### config.mk
export PLATFORM = sky130hd
export DESIGN_NAME = hw_mode_pin_control_decode
export DESIGN_NICKNAME = d
export VERILOG_FILES = /design/src/design/pin_ctrl_pkg.sv /design/src/design/pin_sync.sv /design/src/design/hw_mode_pin_control_decode.sv
export SDC_FILE = /design/constraint.sdc
export NUM_CORES = 1
export LEC_CHECK = 0
export BUFFER_PORTS_ARGS = -buffer_cell sky130_fd_sc_hd__buf_4
export CAP_MARGIN = 20
export CORE_MARGIN = 2
export CORE_UTILIZATION = 52
export DETAILED_ROUTE_END_ITERATION = 10
export PLACE_DENSITY = 0.82
export SLEW_MARGIN = 10
export SYNTH_ARGS = -nofsm -noshare
export SYNTH_HDL_FRONTEND = slang
export SYNTH_SLANG_ARGS = --single-unit
### constraint.sdc
create_clock -name ref_clk -period 2 [get_ports ref_clk]
set_clock_uncertainty 0.05 [all_clocks]
set_input_delay 0.2 -clock ref_clk [delete_from_list [all_inputs] [get_ports ref_clk]]
set_output_delay 0.2 -clock ref_clk [all_outputs]
set_load 0.1 [all_outputs]
### src/design/pin_ctrl_pkg.sv
package pin_ctrl_pkg;

  // ---------------------------------------------------------------
  // Clock and timing
  // ---------------------------------------------------------------
  localparam int unsigned CLK_PERIOD_NS = 40;
  // Least time for the graceful stop or restart of output switching
  localparam int unsigned RAMP_TIME_NS  = 1000;
  localparam int unsigned RAMP_CYCLES   = (RAMP_TIME_NS + CLK_PERIOD_NS - 1) / CLK_PERIOD_NS;

  // ---------------------------------------------------------------
  // Pin codes and decoded settings
  // ---------------------------------------------------------------
  localparam logic [1:0] GAIN_CODE_19P2 = 2'h0;
  localparam logic [1:0] GAIN_CODE_22P6 = 2'h1;
  localparam logic [1:0] GAIN_CODE_25   = 2'h2;
  localparam logic [1:0] GAIN_CODE_SW   = 2'h3;
  // Analog gain step driven to the modulator
  localparam logic [1:0] AGAIN_19P2     = 2'h0;
  localparam logic [1:0] AGAIN_22P6     = 2'h1;
  localparam logic [1:0] AGAIN_25       = 2'h2;
  // Digital boost code for +6 dB
  localparam logic [1:0] BOOST_6DB      = 2'h1;
  // Volume code meaning 0 dB
  localparam logic [7:0] VOLUME_0DB     = 8'hcf;
  // Output switching rate as a multiple of the sample rate
  localparam logic [4:0] RATE_MULT_16   = 5'h10;
  localparam logic [4:0] RATE_MULT_8    = 5'h08;

  // ---------------------------------------------------------------
  // Types
  // ---------------------------------------------------------------
  typedef enum logic [1:0] {
    STAGE_RUN,
    STAGE_STOPPING,
    STAGE_HIZ,
    STAGE_STARTING
  } stage_e;

  typedef struct packed {
    logic       sleep_addr;
    logic [1:0] gain;
    logic       bridge_clk;
    logic       rate_data;
  } pin_bus_s;

  typedef struct packed {
    logic [1:0] analog_gain;
    logic [1:0] boost;
    logic [7:0] volume;
    logic       bridge_mode;
    logic [4:0] rate_mult;
    logic       mute;
    logic       sleep;
  } sw_config_s;

  typedef struct packed {
    logic [1:0] analog_gain;
    logic [1:0] boost;
    logic [7:0] volume;
    logic       bridge_mode;
    logic [4:0] rate_mult;
  } amp_config_s;

endpackage : pin_ctrl_pkg

### src/design/pin_sync.sv
`timescale 1ns/10ps

// Three-stage synchroniser; a change is taken once stages two and three agree
module pin_sync #(
  parameter int WIDTH = 1
) (
  // Clock and reset
  input  wire logic             ref_clk,
  input  wire logic             rst_n,
  // Pins and clean copy
  input  wire logic [WIDTH-1:0] raw,
  output logic      [WIDTH-1:0] clean
);

  typedef struct packed {
    logic [WIDTH-1:0] s1;
    logic [WIDTH-1:0] s2;
    logic [WIDTH-1:0] s3;
    logic [WIDTH-1:0] clean;
  } sync_s;

  sync_s st;
  sync_s next_st;

  // ---------------------------------------------------------------
  // Next state
  // ---------------------------------------------------------------
  // Stage one feeds stage two only; agreement filters a late settle
  always_comb begin
    next_st    = st;
    next_st.s1 = raw;
    next_st.s2 = st.s1;
    next_st.s3 = st.s2;
    for (int i = 0; i < WIDTH; i++) begin
      if (st.s2[i] == st.s3[i]) begin
        next_st.clean[i] = st.s3[i];
      end
    end
  end

  // Register
  always_ff @(posedge ref_clk or negedge rst_n) begin
    if (!rst_n) begin
      st <= '0;
    end else begin
      st <= next_st;
    end
  end

  assign clean = st.clean;

endmodule : pin_sync

### src/design/hw_mode_pin_control_decode.sv
`timescale 1ns/10ps

module hw_mode_pin_control_decode
  import pin_ctrl_pkg::*;
#(
  parameter int unsigned RAMP_LEN = RAMP_CYCLES
) (
  // Clock and reset
  input  wire logic        ref_clk,
  input  wire logic        resetn,
  // Device pins
  input  wire logic        sleep_addr_select_pin,
  input  wire logic [1:0]  gain_select_pins,
  input  wire logic        bridge_mode_clock_pin,
  input  wire logic        switch_rate_data_pin_in,
  output logic             switch_rate_data_pin_out,
  output logic             switch_rate_data_pin_oe,
  // Control register values and serial port drive request
  input  wire sw_config_s  sw_cfg,
  input  wire logic        i2c_sda_drive_low,
  // Serial control port view of the pins
  output logic             i2c_scl,
  output logic             i2c_sda,
  output logic             i2c_addr_select,
  // Amplifier settings and status
  output logic             software_mode,
  output amp_config_s      amp_cfg,
  output logic             stage_switching,
  output logic             stage_hiz,
  output logic             mute_5050,
  output logic             ramp_active,
  output logic             signal_path_enable
);

  localparam int RAMP_N = int'(RAMP_LEN);

  // Counter must hold the ramp length
  if (RAMP_LEN < 1 || RAMP_LEN > 256) begin : g_bad_ramp
    $error("RAMP_LEN must lie between 1 and 256");
  end

  // ---------------------------------------------------------------
  // Reset release
  // ---------------------------------------------------------------
  logic [1:0] rst_pipe;
  logic       rst_n;

  // Asynchronous assert, release after two edges
  always_ff @(posedge ref_clk or negedge resetn) begin
    if (!resetn) begin
      rst_pipe <= 2'h0;
    end else begin
      rst_pipe <= {rst_pipe[0], 1'b1};
    end
  end
  assign rst_n = rst_pipe[1];

  // ---------------------------------------------------------------
  // Pin synchronisers
  // ---------------------------------------------------------------
  pin_bus_s pins_raw;
  pin_bus_s pins;

  assign pins_raw = '{sleep_addr: sleep_addr_select_pin, gain: gain_select_pins,
                      bridge_clk: bridge_mode_clock_pin, rate_data: switch_rate_data_pin_in};

  pin_sync #(
    .WIDTH ($bits(pin_bus_s))
  ) u_pin_sync (
    .ref_clk (ref_clk),
    .rst_n   (rst_n),
    .raw     (pins_raw),
    .clean   (pins)
  );

  // ---------------------------------------------------------------
  // Decode helpers
  // ---------------------------------------------------------------
  function automatic logic [1:0] analog_step(input logic [1:0] code);
    logic [1:0] step;
    step = AGAIN_19P2;
    unique case (code)
      GAIN_CODE_22P6: step = AGAIN_22P6;
      GAIN_CODE_25:   step = AGAIN_25;
      default:        step = AGAIN_19P2;
    endcase
    return step;
  endfunction : analog_step

  // ---------------------------------------------------------------
  // State
  // ---------------------------------------------------------------
  typedef struct packed {
    stage_e      stage;
    logic [7:0]  ramp_cnt;
    logic        sw_mode;
    amp_config_s cfg;
    logic        switching;
    logic        hiz;
    logic        mute;
    logic        ramp;
    logic        path_en;
    logic        scl;
    logic        sda;
    logic        addr_sel;
    logic        sda_oe;
    logic        sda_out;
  } ctrl_s;

  ctrl_s st;
  ctrl_s next_st;
  logic  sw_sel;
  logic  sleep_req;

  // Mode and sleep source; the sleep pin doubles as address select in software mode
  // software mode entry
  assign sw_sel    = (pins.gain == GAIN_CODE_SW);
  assign sleep_req = sw_sel ? sw_cfg.sleep : pins.sleep_addr;

  // ---------------------------------------------------------------
  // Next state
  // ---------------------------------------------------------------
  always_comb begin
    next_st         = st;
    next_st.sw_mode = sw_sel;
    if (sw_sel) begin
      next_st.cfg = '{analog_gain: sw_cfg.analog_gain, boost: sw_cfg.boost, volume: sw_cfg.volume,
                      bridge_mode: sw_cfg.bridge_mode, rate_mult: sw_cfg.rate_mult};
    end else begin
      next_st.cfg.analog_gain = analog_step(pins.gain);
      next_st.cfg.boost       = BOOST_6DB;
      next_st.cfg.volume      = VOLUME_0DB;
      next_st.cfg.bridge_mode = pins.bridge_clk;
      next_st.cfg.rate_mult   = pins.rate_data ? RATE_MULT_8 : RATE_MULT_16;
    end

    // pins become serial lines; idle high outside software mode
    next_st.scl      = sw_sel ? pins.bridge_clk : 1'b1;
    next_st.sda      = sw_sel ? pins.rate_data : 1'b1;
    next_st.addr_sel = sw_sel & pins.sleep_addr;
    // Open drain: only ever pulls low, and never while the pin is a strap
    next_st.sda_oe   = sw_sel & i2c_sda_drive_low;
    // Pin level when driven is always low; kept in a flop like every output
    next_st.sda_out  = 1'b0;

    // graceful stop sequence; a stop or restart always runs to its end
    unique case (st.stage)
      STAGE_RUN: begin
        if (sleep_req) begin
          next_st.stage    = STAGE_STOPPING;
          next_st.ramp_cnt = 8'(RAMP_LEN - 1);
        end
      end
      STAGE_STOPPING: begin
        if (st.ramp_cnt == 8'h00) begin
          next_st.stage = STAGE_HIZ;
        end else begin
          next_st.ramp_cnt = st.ramp_cnt - 8'h01;
        end
      end
      STAGE_HIZ: begin
        if (!sleep_req) begin
          next_st.stage    = STAGE_STARTING;
          next_st.ramp_cnt = 8'(RAMP_LEN - 1);
        end
      end
      STAGE_STARTING: begin
        if (st.ramp_cnt == 8'h00) begin
          next_st.stage = STAGE_RUN;
        end else begin
          next_st.ramp_cnt = st.ramp_cnt - 8'h01;
        end
      end
    endcase

    // Status follows the next stage so outputs stay flop-driven
    next_st.switching = (next_st.stage != STAGE_HIZ);
    next_st.hiz       = (next_st.stage == STAGE_HIZ);
    next_st.ramp      = (next_st.stage == STAGE_STOPPING) || (next_st.stage == STAGE_STARTING);
    next_st.mute      = sw_sel & sw_cfg.mute & (next_st.stage == STAGE_RUN);
    next_st.path_en   = 1'b1;
  end

  // Register; hardware-mode defaults after reset
  always_ff @(posedge ref_clk or negedge rst_n) begin
    if (!rst_n) begin
      st           <= '0;
      st.stage     <= STAGE_RUN;
      st.cfg.boost <= BOOST_6DB;
      st.cfg.volume <= VOLUME_0DB;
      st.cfg.rate_mult <= RATE_MULT_16;
      st.switching <= 1'b1;
      st.scl       <= 1'b1;
      st.sda       <= 1'b1;
    end else begin
      st <= next_st;
    end
  end

  // ---------------------------------------------------------------
  // Outputs
  // ---------------------------------------------------------------
  assign software_mode            = st.sw_mode;
  assign amp_cfg                  = st.cfg;
  assign stage_switching          = st.switching;
  assign stage_hiz                = st.hiz;
  assign mute_5050                = st.mute;
  assign ramp_active              = st.ramp;
  assign signal_path_enable       = st.path_en;
  assign i2c_scl                  = st.scl;
  assign i2c_sda                  = st.sda;
  assign i2c_addr_select          = st.addr_sel;
  assign switch_rate_data_pin_oe  = st.sda_oe;
  assign switch_rate_data_pin_out = st.sda_out;
endmodule : hw_mode_pin_control_decode

## Word-level counts from Yosys, hierarchy flattened

Cells that the tools add are included.

| word-level totals | value |
|---|---|
| flip-flop bits (word level) | 60 |
| bits of input ports | 28 |
| logic and storage cells | 65 |

| cells by class | value |
|---|---|
| add/subtract/negate cells | 1 |
| equality and inequality tests | 17 |
| muxes and demuxes | 12 |
| bitwise logic cells | 4 |
| reduce and logical (&&, ||, !) cells | 5 |

Operator list:

| operator | count |
|---|---|
| 10-bit case mux with 4 select lines | 1 |
| 10-bit two-way mux | 2 |
| 18-bit two-way mux | 1 |
| 2-bit equality test (second input constant) | 6 |
| 8-bit zero test | 1 |
| 8-bit two-way mux | 1 |
| 8-bit by 1-bit subtractor with 8-bit output (second input constant) | 1 |
| 2-bit by 1-bit equality test with 1-bit output (second input constant) | 3 |
| 2-bit != test (second input constant) | 3 |
| 1-bit equality test | 5 |
| 5-bit two-way mux | 1 |
| 1-bit bitwise AND | 4 |
| 2-bit zero test | 2 |
| 2-bit two-way mux | 2 |
| 2-bit case mux with 2 select lines | 1 |
| 1-bit two-way mux | 3 |
| 2-bit AND reduction | 1 |
| 1-bit logical OR | 1 |

## Longest topological paths before layout

Gate-level depths: netlist (run 1).

| logic depth | value |
|---|---|
| depth in word-level cells | 6 |
| depth in mapped cells | 6 |
| gate-level depth less buffers | 6 |

## Modules after synthesis

A second synthesis (run 1) with hierarchy kept.

| unflattened totals | value |
|---|---|
| cells, all modules | 175 |
| area total of the unflattened synthesis | 2,309.7 sq um |

Modules (own cells, without submodules):

| module | instances | cells each | area each (sq um) | sequential area each (sq um) |
|---|---|---|---|---|
| hw_mode_pin_control_decode | 1 | 145 | 1,715.4 | 989.7 |
| pin_sync | 1 | 30 | 594.3 | 500.5 |

## Least setup slack after synthesis (run 1)

OpenSTA, ideal clock, no wires.

| timing path | value |
|---|---|
| kind | register to register |
| start point | reg ramp_active (netlist name) |
| end point | reg st[32] (netlist name) |
| setup time | 0.124 ns |
| data arrival time | 1.885 ns |
| setup slack | -0.059 ns |
| stages on the path, launching flop included | 4 |
| path buffers | 0 |
| period minus slack after synthesis | 2.059 ns |
| cells stage by stage | dfrtp_1 -> inv_2 -> or4_4 -> a211o_1 |

RTL lines:

| element | RTL line | text |
|---|---|---|
| to (signal assigned) | hw_mode_pin_control_decode.sv:196 | `st <= next_st;` |
| to (decl) | hw_mode_pin_control_decode.sv:110 | `ctrl_s st;` |

## Worst setup path in the final report (run 1)

| timing path | value |
|---|---|
| start point | reg u_pin_sync.st, in the netlist u_pin_sync.clean[3] |
| end point | reg st[31] (netlist name) |

| on the way | value |
|---|---|
| word-level cells in the longest chain between the ends | 4 |
| elaborated cells on any way between the ends | 5 |
| classes of those cells | eq/ne (3); mux (1); reduce/logical (1) |

RTL lines:

| element | RTL line | text |
|---|---|---|
| from (decl) | pin_sync.sv:22 | `sync_s st;` |
| from (signal assigned) | pin_sync.sv:46 | `st <= next_st;` |
| 2-bit equality test * | hw_mode_pin_control_decode.sv:117 | `assign sw_sel = (pins.gain == GAIN_CODE_SW);` |
| 1-bit two-way mux * | hw_mode_pin_control_decode.sv:118 | `assign sleep_req = sw_sel ? sw_cfg.sleep : pins.sleep_addr;` |
| 2-bit != test (no line) | - |  |
| 2-bit AND reduction (no line) * | - |  |

Every way passes the cells marked *; elsewhere a longest branch is shown, timed or not.
A chain may end at the register's enable or synchronous reset.

==> impl_results.md, run 1 <==
- Ant. Diodes: 0
- Switching Fraction: 0.291
- Clock Tree Root: clkbuf_8
- Post-synth top area share: 0.535
- Total gr overflow: 0
- Syn Area/Cell: 13.4 µm²
- H-tree levels: 3
- Synth area leaders: dfrtp_1 54%, dfstp_2 13%, buf_4 6.4%, and3_1 2.5%, nand2b_1 2.5%
- Synth Area in Compound Gates: 0.0753
- Final min period: 1.80 ns
- TritonCTS Buffers: 9
- Hold endpoint: amp_cfg[8]
- IR drop worst, VDD: 533 µV
- Critical path launch point type: flip-flop
- Die X-Extent: 69.7 µm
- PortBufs: 55
- Drc violations: 0
- Reg2Reg Depth: 4
- Post-Synth XOR/XNOR Area: 0.00390
- CTS Buffer Depth: 2
- Largest net degree at the start of global routing: 58
- Count leader, synth: dfrtp_1
- Fillers: 299
- Asr flop ratio synth: 1.00
- Post-Route Utilization: 0.700
- Nets: 251
- Main combinational cell family by area after synthesis: simple AND/OR/NAND/NOR gates
- R2R Setup Slk: 0.20 ns
- Hold Crit Class: input pin to flip-flop
- Reg2Reg Capture Point: st[31]
- I/O pin count: 57
- Die height: 69.7 µm
- Post-Route Setup TNS: 0 ns
- Global-route wire length before repair: 6410 µm
- Routed Antenna Nets: 0
- Layout cells sized above 1: 0.429
- DRT iter0 DRCs: 54
- Fin. Hold Viols: 0
- Status: complete, no violations
- Post-synthesis adder-cell area fraction: 0.0334
- Comb pwr share: 0.175
- CP required: 2.16 ns
- Headroom to the max-slew limit: 0.542
- Clock Sinks: 59
- Int Pwr: 2.04 mW
- CORE AREA: 0.00409 mm²
- Top FF cell, synth: dfrtp_1
- DP HPWL: 2560 µm
- Gpl congestion: 0.776
- Vias in the first global route: 1362
- Gr usage total: 0.176
- Initial antenna violation count: 0
- Final period util: 0.901
- Drt total wl: 3820 µm
- Post-Syn Area: 0.00224 mm²
- CTS tree: done
- Drt via density: 4.96
- Synthesized instance count: 167
- Pwr Density: 1000 mW/mm²
- Post-CTS setup buffers: 0
- Top routing layer used: met4
- Final instance area: 0.00286 mm²
- Starting Density: 0.549
- Seq pwr share: 0.453
- Net Switching: 837 µW
- Max-capacitance violation count: 0
- Worst slew pin tran: 0.686 ns
- Worst EP arrival: 1.96 ns
- Full die area: 0.00486 mm²
- RSZ-0062 raised after global routing: no
- Post-synth top area cell: dfrtp_1
- Post-synth EDFFs: 0
- Critical Path Fanout Max: 14
- Hold Startpoint: sw_cfg[10]
- CTS-repair resized insts: 0
- Hold path depth: 2
- Slew Viols, Final: 0
- Via count: 1369
- M1 WL: 1670 µm
- Register area share after synthesis: 0.664
- Wire per inst: 13.8 µm
- Top post-synthesis cells by count: 48 x dfrtp_1, 19 x buf_4, 11 x dfstp_2
- Max Fclk: 0.555 GHz
- Clock-pin slew on the worst setup and hold paths: 0.06 ns
- DR WL met3: 290 µm
- Mux contribution to synthesized area: 0.0145
- TritonRoute pass-1 iters: 4
- Synth cell types: 41
- P&R area growth vs syn: 27.4%
- Simple-gate share of the synthesized area: 0.124
- Leakage power: 1.37 nW
- Setup-failing EPs final: 0
- # rows: 23
- Crit end category: flip-flop
- WS Path Type: flip-flop to flip-flop
- Cell area after placement: 0.00259 mm²
- Clock share of power: 0.372
- Worst r2r src: u_pin_sync.clean[3]
- Register bit total from synthesis: 59
- Clock Latency Late Sink: 0.32 ns
- Synth warnings: 0
- Met2 wire len: 1800 µm
==> logic make-up (layout without fill, tap and decap cells) <==
group | after synthesis | count (layout)
multiplexers | 3 | 3
AO/OA/AOI/OAI | 21 | 21
XOR/XNOR | 1 | 1
flip-flops | 59 | 59
buffers and inverters | 30 | 88
adder cells (fa/ha/maj) | 7 | 7
AND/OR/NAND/NOR | 44 | 44
other | 2 | 3
==> power groups by stage <==
| stage | Combinational [mW] | Clock [mW] | Sequential (mW) |
|---|---|---|---|
| after floorplan | 0.337 | 0 | 1.39 |
| after global placement | 0.492 | 0 | 1.32 |
| after detailed placement | 0.496 | 0 | 1.32 |
| after CTS | 0.507 | 1.10 | 1.30 |
| after global routing | 0.522 | 1.17 | 1.31 |
| final | 0.503 | 1.07 | 1.30 |
==> how the worst max path moves through the flow <==
stage | startpoint | to | cells past startpoint
after floorplan | rst_pipe[1] | ramp_active | 0
after global placement | u_pin_sync.clean[3] | st[31] | 4
after detailed placement | u_pin_sync.clean[3] | st[31] | 4
after CTS | u_pin_sync.clean[3] | st[31] | 4
after global routing | u_pin_sync.clean[3] | st[31] | 4
final | u_pin_sync.clean[3] | st[31] | 4
==> critical path, stage by stage (launching register included) <==
cell	delay, ns
dfrtp_1	0.55
a21boi_0	0.23
o21a_1	0.29
o21a_1	0.23
a221o_1	0.34
==> through the flow <==
step	total power [mW]	setup slack [ns]	std cells	hold slack, ns
after global routing	3.00	0.0653	276	0.00229
final	2.87	0.198	276	0.0201
after floorplan	1.73	0.0741	168	-0.146
after CTS	2.91	0.214	276	0.00148
after global placement	1.81	0.301	254	-0.0654
after detailed placement	1.82	0.233	254	-0.0663
==> placed cells by master (no fill, tap or decap), drive strengths merged, types with 3 or more instances in the layout <==
| cell | synthesis | layout |
|---|---|---|
| clkinv | 0 | 3 |
| dlygate4sd3 | 0 | 6 |
| nand2b | 9 | 9 |
| clkbuf | 3 | 12 |
| a31oi | 3 | 3 |
| nor3 | 5 | 5 |
| maj3 | 5 | 5 |
| conb | 2 | 3 |
| nand2 | 5 | 5 |
| and3 | 10 | 10 |
| dfstp | 11 | 11 |
| buf | 19 | 58 |
| inv | 8 | 8 |
| nor2 | 4 | 4 |
| a211o | 3 | 3 |
| a21boi | 3 | 3 |
| dfrtp | 48 | 48 |
==> flip-flops by register name, summed over array words and instances (netlist names) <==
| name | cells |
|---|---|
| amp_cfg | 18 |
| u_pin_sync.next_st | 10 |
| st | 9 |
| u_pin_sync.clean | 5 |
| u_pin_sync.st | 5 |
| rst_pipe | 2 |
| i2c_addr_select | 1 |
| i2c_scl | 1 |
| i2c_sda | 1 |
| mute_5050 | 1 |
| ramp_active | 1 |
| signal_path_enable | 1 |
| software_mode | 1 |
| stage_hiz | 1 |
| stage_switching | 1 |
| switch_rate_data_pin_oe | 1 |
==> final cells by class <==
| cell class | instances | area (µm²) | area share |
|---|---|---|---|
| Multi-Input combinational cell | 79 | 574 | 0.201 |
| Tap cell | 50 | 62.6 | 0.0219 |
| Timing Repair Buffer | 64 | 495 | 0.173 |
| Sequential cell | 59 | 1490 | 0.522 |
| Clock inverter | 4 | 48.8 | 0.0171 |
| Inverter | 8 | 30.0 | 0.0105 |
| Clock buffer | 12 | 155 | 0.0543 |
==> layer usage <==
metal | global-route usage | vias to the layer above
met5 | 0 | -
met4 | 0.0962 | 0
met2 | 0.263 | 53
li1 | - | 652
met3 | 0.0727 | 8
met1 | 0.218 | 656
==> repair_timing <==
action / 4_1_cts / 5_1_grt
hold endpoints to repair: 7 / 0
setup endpoints to repair: 0 / 0
hold buffers: 6 / 0
Note: power is estimated with default switching activity, not from simulation.
==> run 2: changes to the inputs <==
- ABC_AREA: not set -> 1
==> run 2 against run 1 <==
Compared with the run above:
- worst setup slack improved by 0.29 ns
- clock-buffer cell count unchanged
- global-route usage increased by 1.1 points
- sequential cell count unchanged
- wire length increased by 7.6%
- clock power increased by 13%
- synthesized cell count increased by 29%
- cell count increased by 19%
- core utilization decreased by 0.92 points
- fmax increased by 19%
- power increased by 15%
- critical path type unchanged
- highest routed layer unchanged
==> impl_results.md, run 2 <==
- Most frequent cells in the layout: 55 x buf_4, 47 x dfrtp_1, 34 x nand2_1 (was 58 x buf_4, 46 x dfrtp_1, 11 x dfstp_2, 11 x clkbuf_8)
- Crit end category: flip-flop (unchanged)
- I/O pin count: 57 (unchanged)
- Top FF cell, synth: dfrtp_1 (unchanged)
- Top post-synthesis cells by count: 48 x dfrtp_1, 34 x nand2_1, 24 x inv_1 (was 48 x dfrtp_1, 19 x buf_4, 11 x dfstp_2)
- H-tree levels: 3 (unchanged)
- Critical path launch point type: flip-flop (unchanged)
- Starting Density: 0.537 (was 0.549)
- Drc violations: 0 (unchanged)
- P&R area growth vs syn: 28.6% (was 27.4%)
- Leakage power: 1.51 nW (was 1.37 nW)
- Dpl ws: 0.488 ns (was 0.233 ns)
- Clock Sinks: 59 (unchanged)
- Synth warnings: 0 (unchanged)
- Worst EP arrival: 1.72 ns (was 1.96 ns)
- Synth area leaders: dfrtp_1 52%, dfstp_2 12%, buf_4 6.1%, nand2_1 5.5%, inv_1 3.9% (was dfrtp_1 54%, dfstp_2 13%, buf_4 6.4%, and3_1 2.5%, nand2b_1 2.5%)
- Critical Path Fanout Max: 18 (was 14)
- Register bit total from synthesis: 59 (unchanged)
- Area of the multi-input gates: 587 µm² (was 574 µm²)
- Slew Viols, Final: 0 (unchanged)
- Comb pwr share: 0.216 (was 0.175)
- Total gr overflow: 0 (unchanged)
- Largest net degree at the start of global routing: 37 (was 58)
- Nets: 301 (was 251)
- Max FFs per register: 18 (unchanged)
- # rows: 24 (was 23)
- Net Switching: 1.02 mW (was 837 µW)
- Via count: 1540 (was 1369)
- Clock Tree Root: clkbuf_8 (unchanged)
- Clock Latency Late Sink: 0.33 ns (was 0.32 ns)
- Gr usage total: 0.187 (was 0.176)
- Synth cell types: 26 (was 41)
- DRT iter0 DRCs: 130 (was 54)
- Syn Area/Cell: 10.8 µm² (was 13.4 µm²)
- Hold slack final: 0.0128 ns (was 0.0201 ns)
- Die height: 70.8 µm (was 69.7 µm)
- Pwr Density: 1110 mW/mm² (was 1000 mW/mm²)
- CTS Buffer Depth: 2 (unchanged)
- Wire per inst: 12.5 µm (was 13.8 µm)
- WS Path Type: flip-flop to flip-flop (unchanged)
- Post-synth top area share: 0.518 (was 0.535)
- Post-synth EDFFs: 0 (unchanged)
- Int Pwr: 2.28 mW (was 2.04 mW)
- Drt total wl: 4110 µm (was 3820 µm)
- Synthesized instance count: 215 (was 167)
- CTS tree: done (unchanged)
- Clock share of power: 0.366 (was 0.372)
- Global-route wire length before repair: 7000 µm (was 6410 µm)
- Die X-Extent: 70.8 µm (was 69.7 µm)
- Clock-pin slew on the worst setup and hold paths: 0.06 ns (about the same)
- Max-capacitance violation count: 0 (unchanged)
- Vias in the first global route: 1581 (was 1362)
- TritonCTS Buffers: 9 (unchanged)
- Switching Fraction: 0.310 (was 0.291)
- Total power draw: 3.31 mW (was 2.87 mW)
- Setup-failing EPs final: 0 (unchanged)
- Hold Crit Class: input pin to flip-flop (unchanged)
- Full die area: 0.00501 mm² (was 0.00486 mm²)
- Post-Route Setup TNS: 0 ns (unchanged)
- Layout cells sized above 1: 0.362 (was 0.429)
- PortBufs: 55 (unchanged)
- IR drop worst, VDD: 524 µV (was 533 µV)
- DP HPWL: 2880 µm (was 2560 µm)
- CP required: 2.21 ns (was 2.16 ns)
- Post-Route Utilization: 0.690 (was 0.700)
- Fillers: 331 (was 299)
- TritonRoute pass-1 iters: 4 (unchanged)
- Register area share after synthesis: 0.642 (was 0.664)
- CORE AREA: 0.00432 mm² (was 0.00409 mm²)
- Ant. Diodes: 0 (unchanged)
- Post-Syn Area: 0.00232 mm² (was 0.00224 mm²)
- Asr flop ratio synth: 1.00 (unchanged)
- Register Area: 0.00149 mm² (about the same)
- Count leader, synth: dfrtp_1 (unchanged)
- Drt via density: 4.70 (was 4.96)
- Gpl congestion: 0.810 (was 0.776)
- Post-synth top area cell: dfrtp_1 (unchanged)
- Initial antenna violation count: 0 (unchanged)
- Seq pwr share: 0.418 (was 0.453)
- Fin. Hold Viols: 0 (unchanged)
- Most common cell after layout, fill and taps aside: buf_4 (unchanged)
- RSZ-0062 raised after global routing: no (unchanged)
- Routed Antenna Nets: 0 (unchanged)
- Status: complete, no violations (unchanged)
- Setup WS post-layout: 0.491 ns (was 0.198 ns)
- Final period util: 0.755 (was 0.901)
- Final min period: 1.51 ns (was 1.80 ns)
- Max Fclk: 0.663 GHz (was 0.555 GHz)
[run 2: cell count changes after synthesis, moves of 4 or more]
cell,change
nand2_1,+29
inv_1,+17
nor2_1,+15
nand3_1,+13
and3_1,-9
nand2b_1,-9
or2_2,+6
nand2_2,+4
[run 2: worst max-delay path, cell delays in order (launching register included)]
cell and delay (ns):
dfrtp_1 0.44, nand2_2 0.31, nand2_2 0.13, nand3_4 0.12
nand2_4 0.09, nand2_1 0.13, nand3_1 0.08, nor2_1 0.10
[run 2: kinds of logic (layout without fill, tap and decap cells)]
group / count (synthesis) / after routing / share of synthesized area
compound gates: 11 / 11 / 0.0270
other cells: 2 / 3 / 0.00324
flops: 59 / 59 / 0.642
fa+ha+maj: 7 / 7 / 0.0323
buf+inv: 47 / 107 / 0.107
simple gates: 87 / 87 / 0.181
xor+xnor: 2 / 2 / 0.00755
[run 2: path summary, 6_finish.rpt]
path / start / end / slack (ns) / depth (start not counted)
setup reg to reg: u_pin_sync.clean[2] / mute_5050 / 0.49 / 7
max in group asynchronous: rst_pipe[1] / stage_switching / 1.10 / 1
hold / removal: sw_cfg[8] / amp_cfg[6] / 0.01 / 2
hold reg to reg: rst_pipe[1] / amp_cfg[10] / 0.18 / 0
min in group asynchronous: resetn / rst_pipe[1] / 0.14 / 2
setup / recovery: u_pin_sync.clean[2] / mute_5050 / 0.49 / 7
[run 2: power by group through the flow]
stage	sequential (mW)	clock, mW	combinational (mW)
6_report	1.38	1.21	0.716
5_1_grt	1.39	1.30	0.764
4_1_cts	1.38	1.24	0.717
3_5_place_dp	1.40	0	0.704
3_3_place_gp	1.40	0	0.686
2_1_floorplan	1.46	0	0.506
[run 2: layer usage]
metal / vias to the layer above / global-route usage / share of wire
li1: 758 / - / -
met1: 729 / 0.225 / 0.43
met2: 45 / 0.299 / 0.50
met3: 8 / 0.0541 / 0.052
met4: 0 / 0.113 / 0.021
met5: - / 0 / 0
[run 2: through the flow]
step | cells | instance area [µm²]
floorplan | 216 | 2320
global placement | 304 | 2680
detailed placement | 304 | 2680
CTS | 328 | 2990
global route | 328 | 2990
finish | 328 | 2990
[run 2: timing repair]
item	4_1_cts	5_1_grt
hold buffers	8	0
gates resized for setup	0	0
buffers inserted	0	0
hold endpoints to repair	9	0
[run 2: final cells by class]
type,instances,share of cell area
well taps,52,0.0218
multi-input cells,110,0.197
clock buffers,12,0.0520
flip-flops and latches,59,0.500
inverters,27,0.0339
repair buffers,64,0.172
clock inverters,4,0.0243
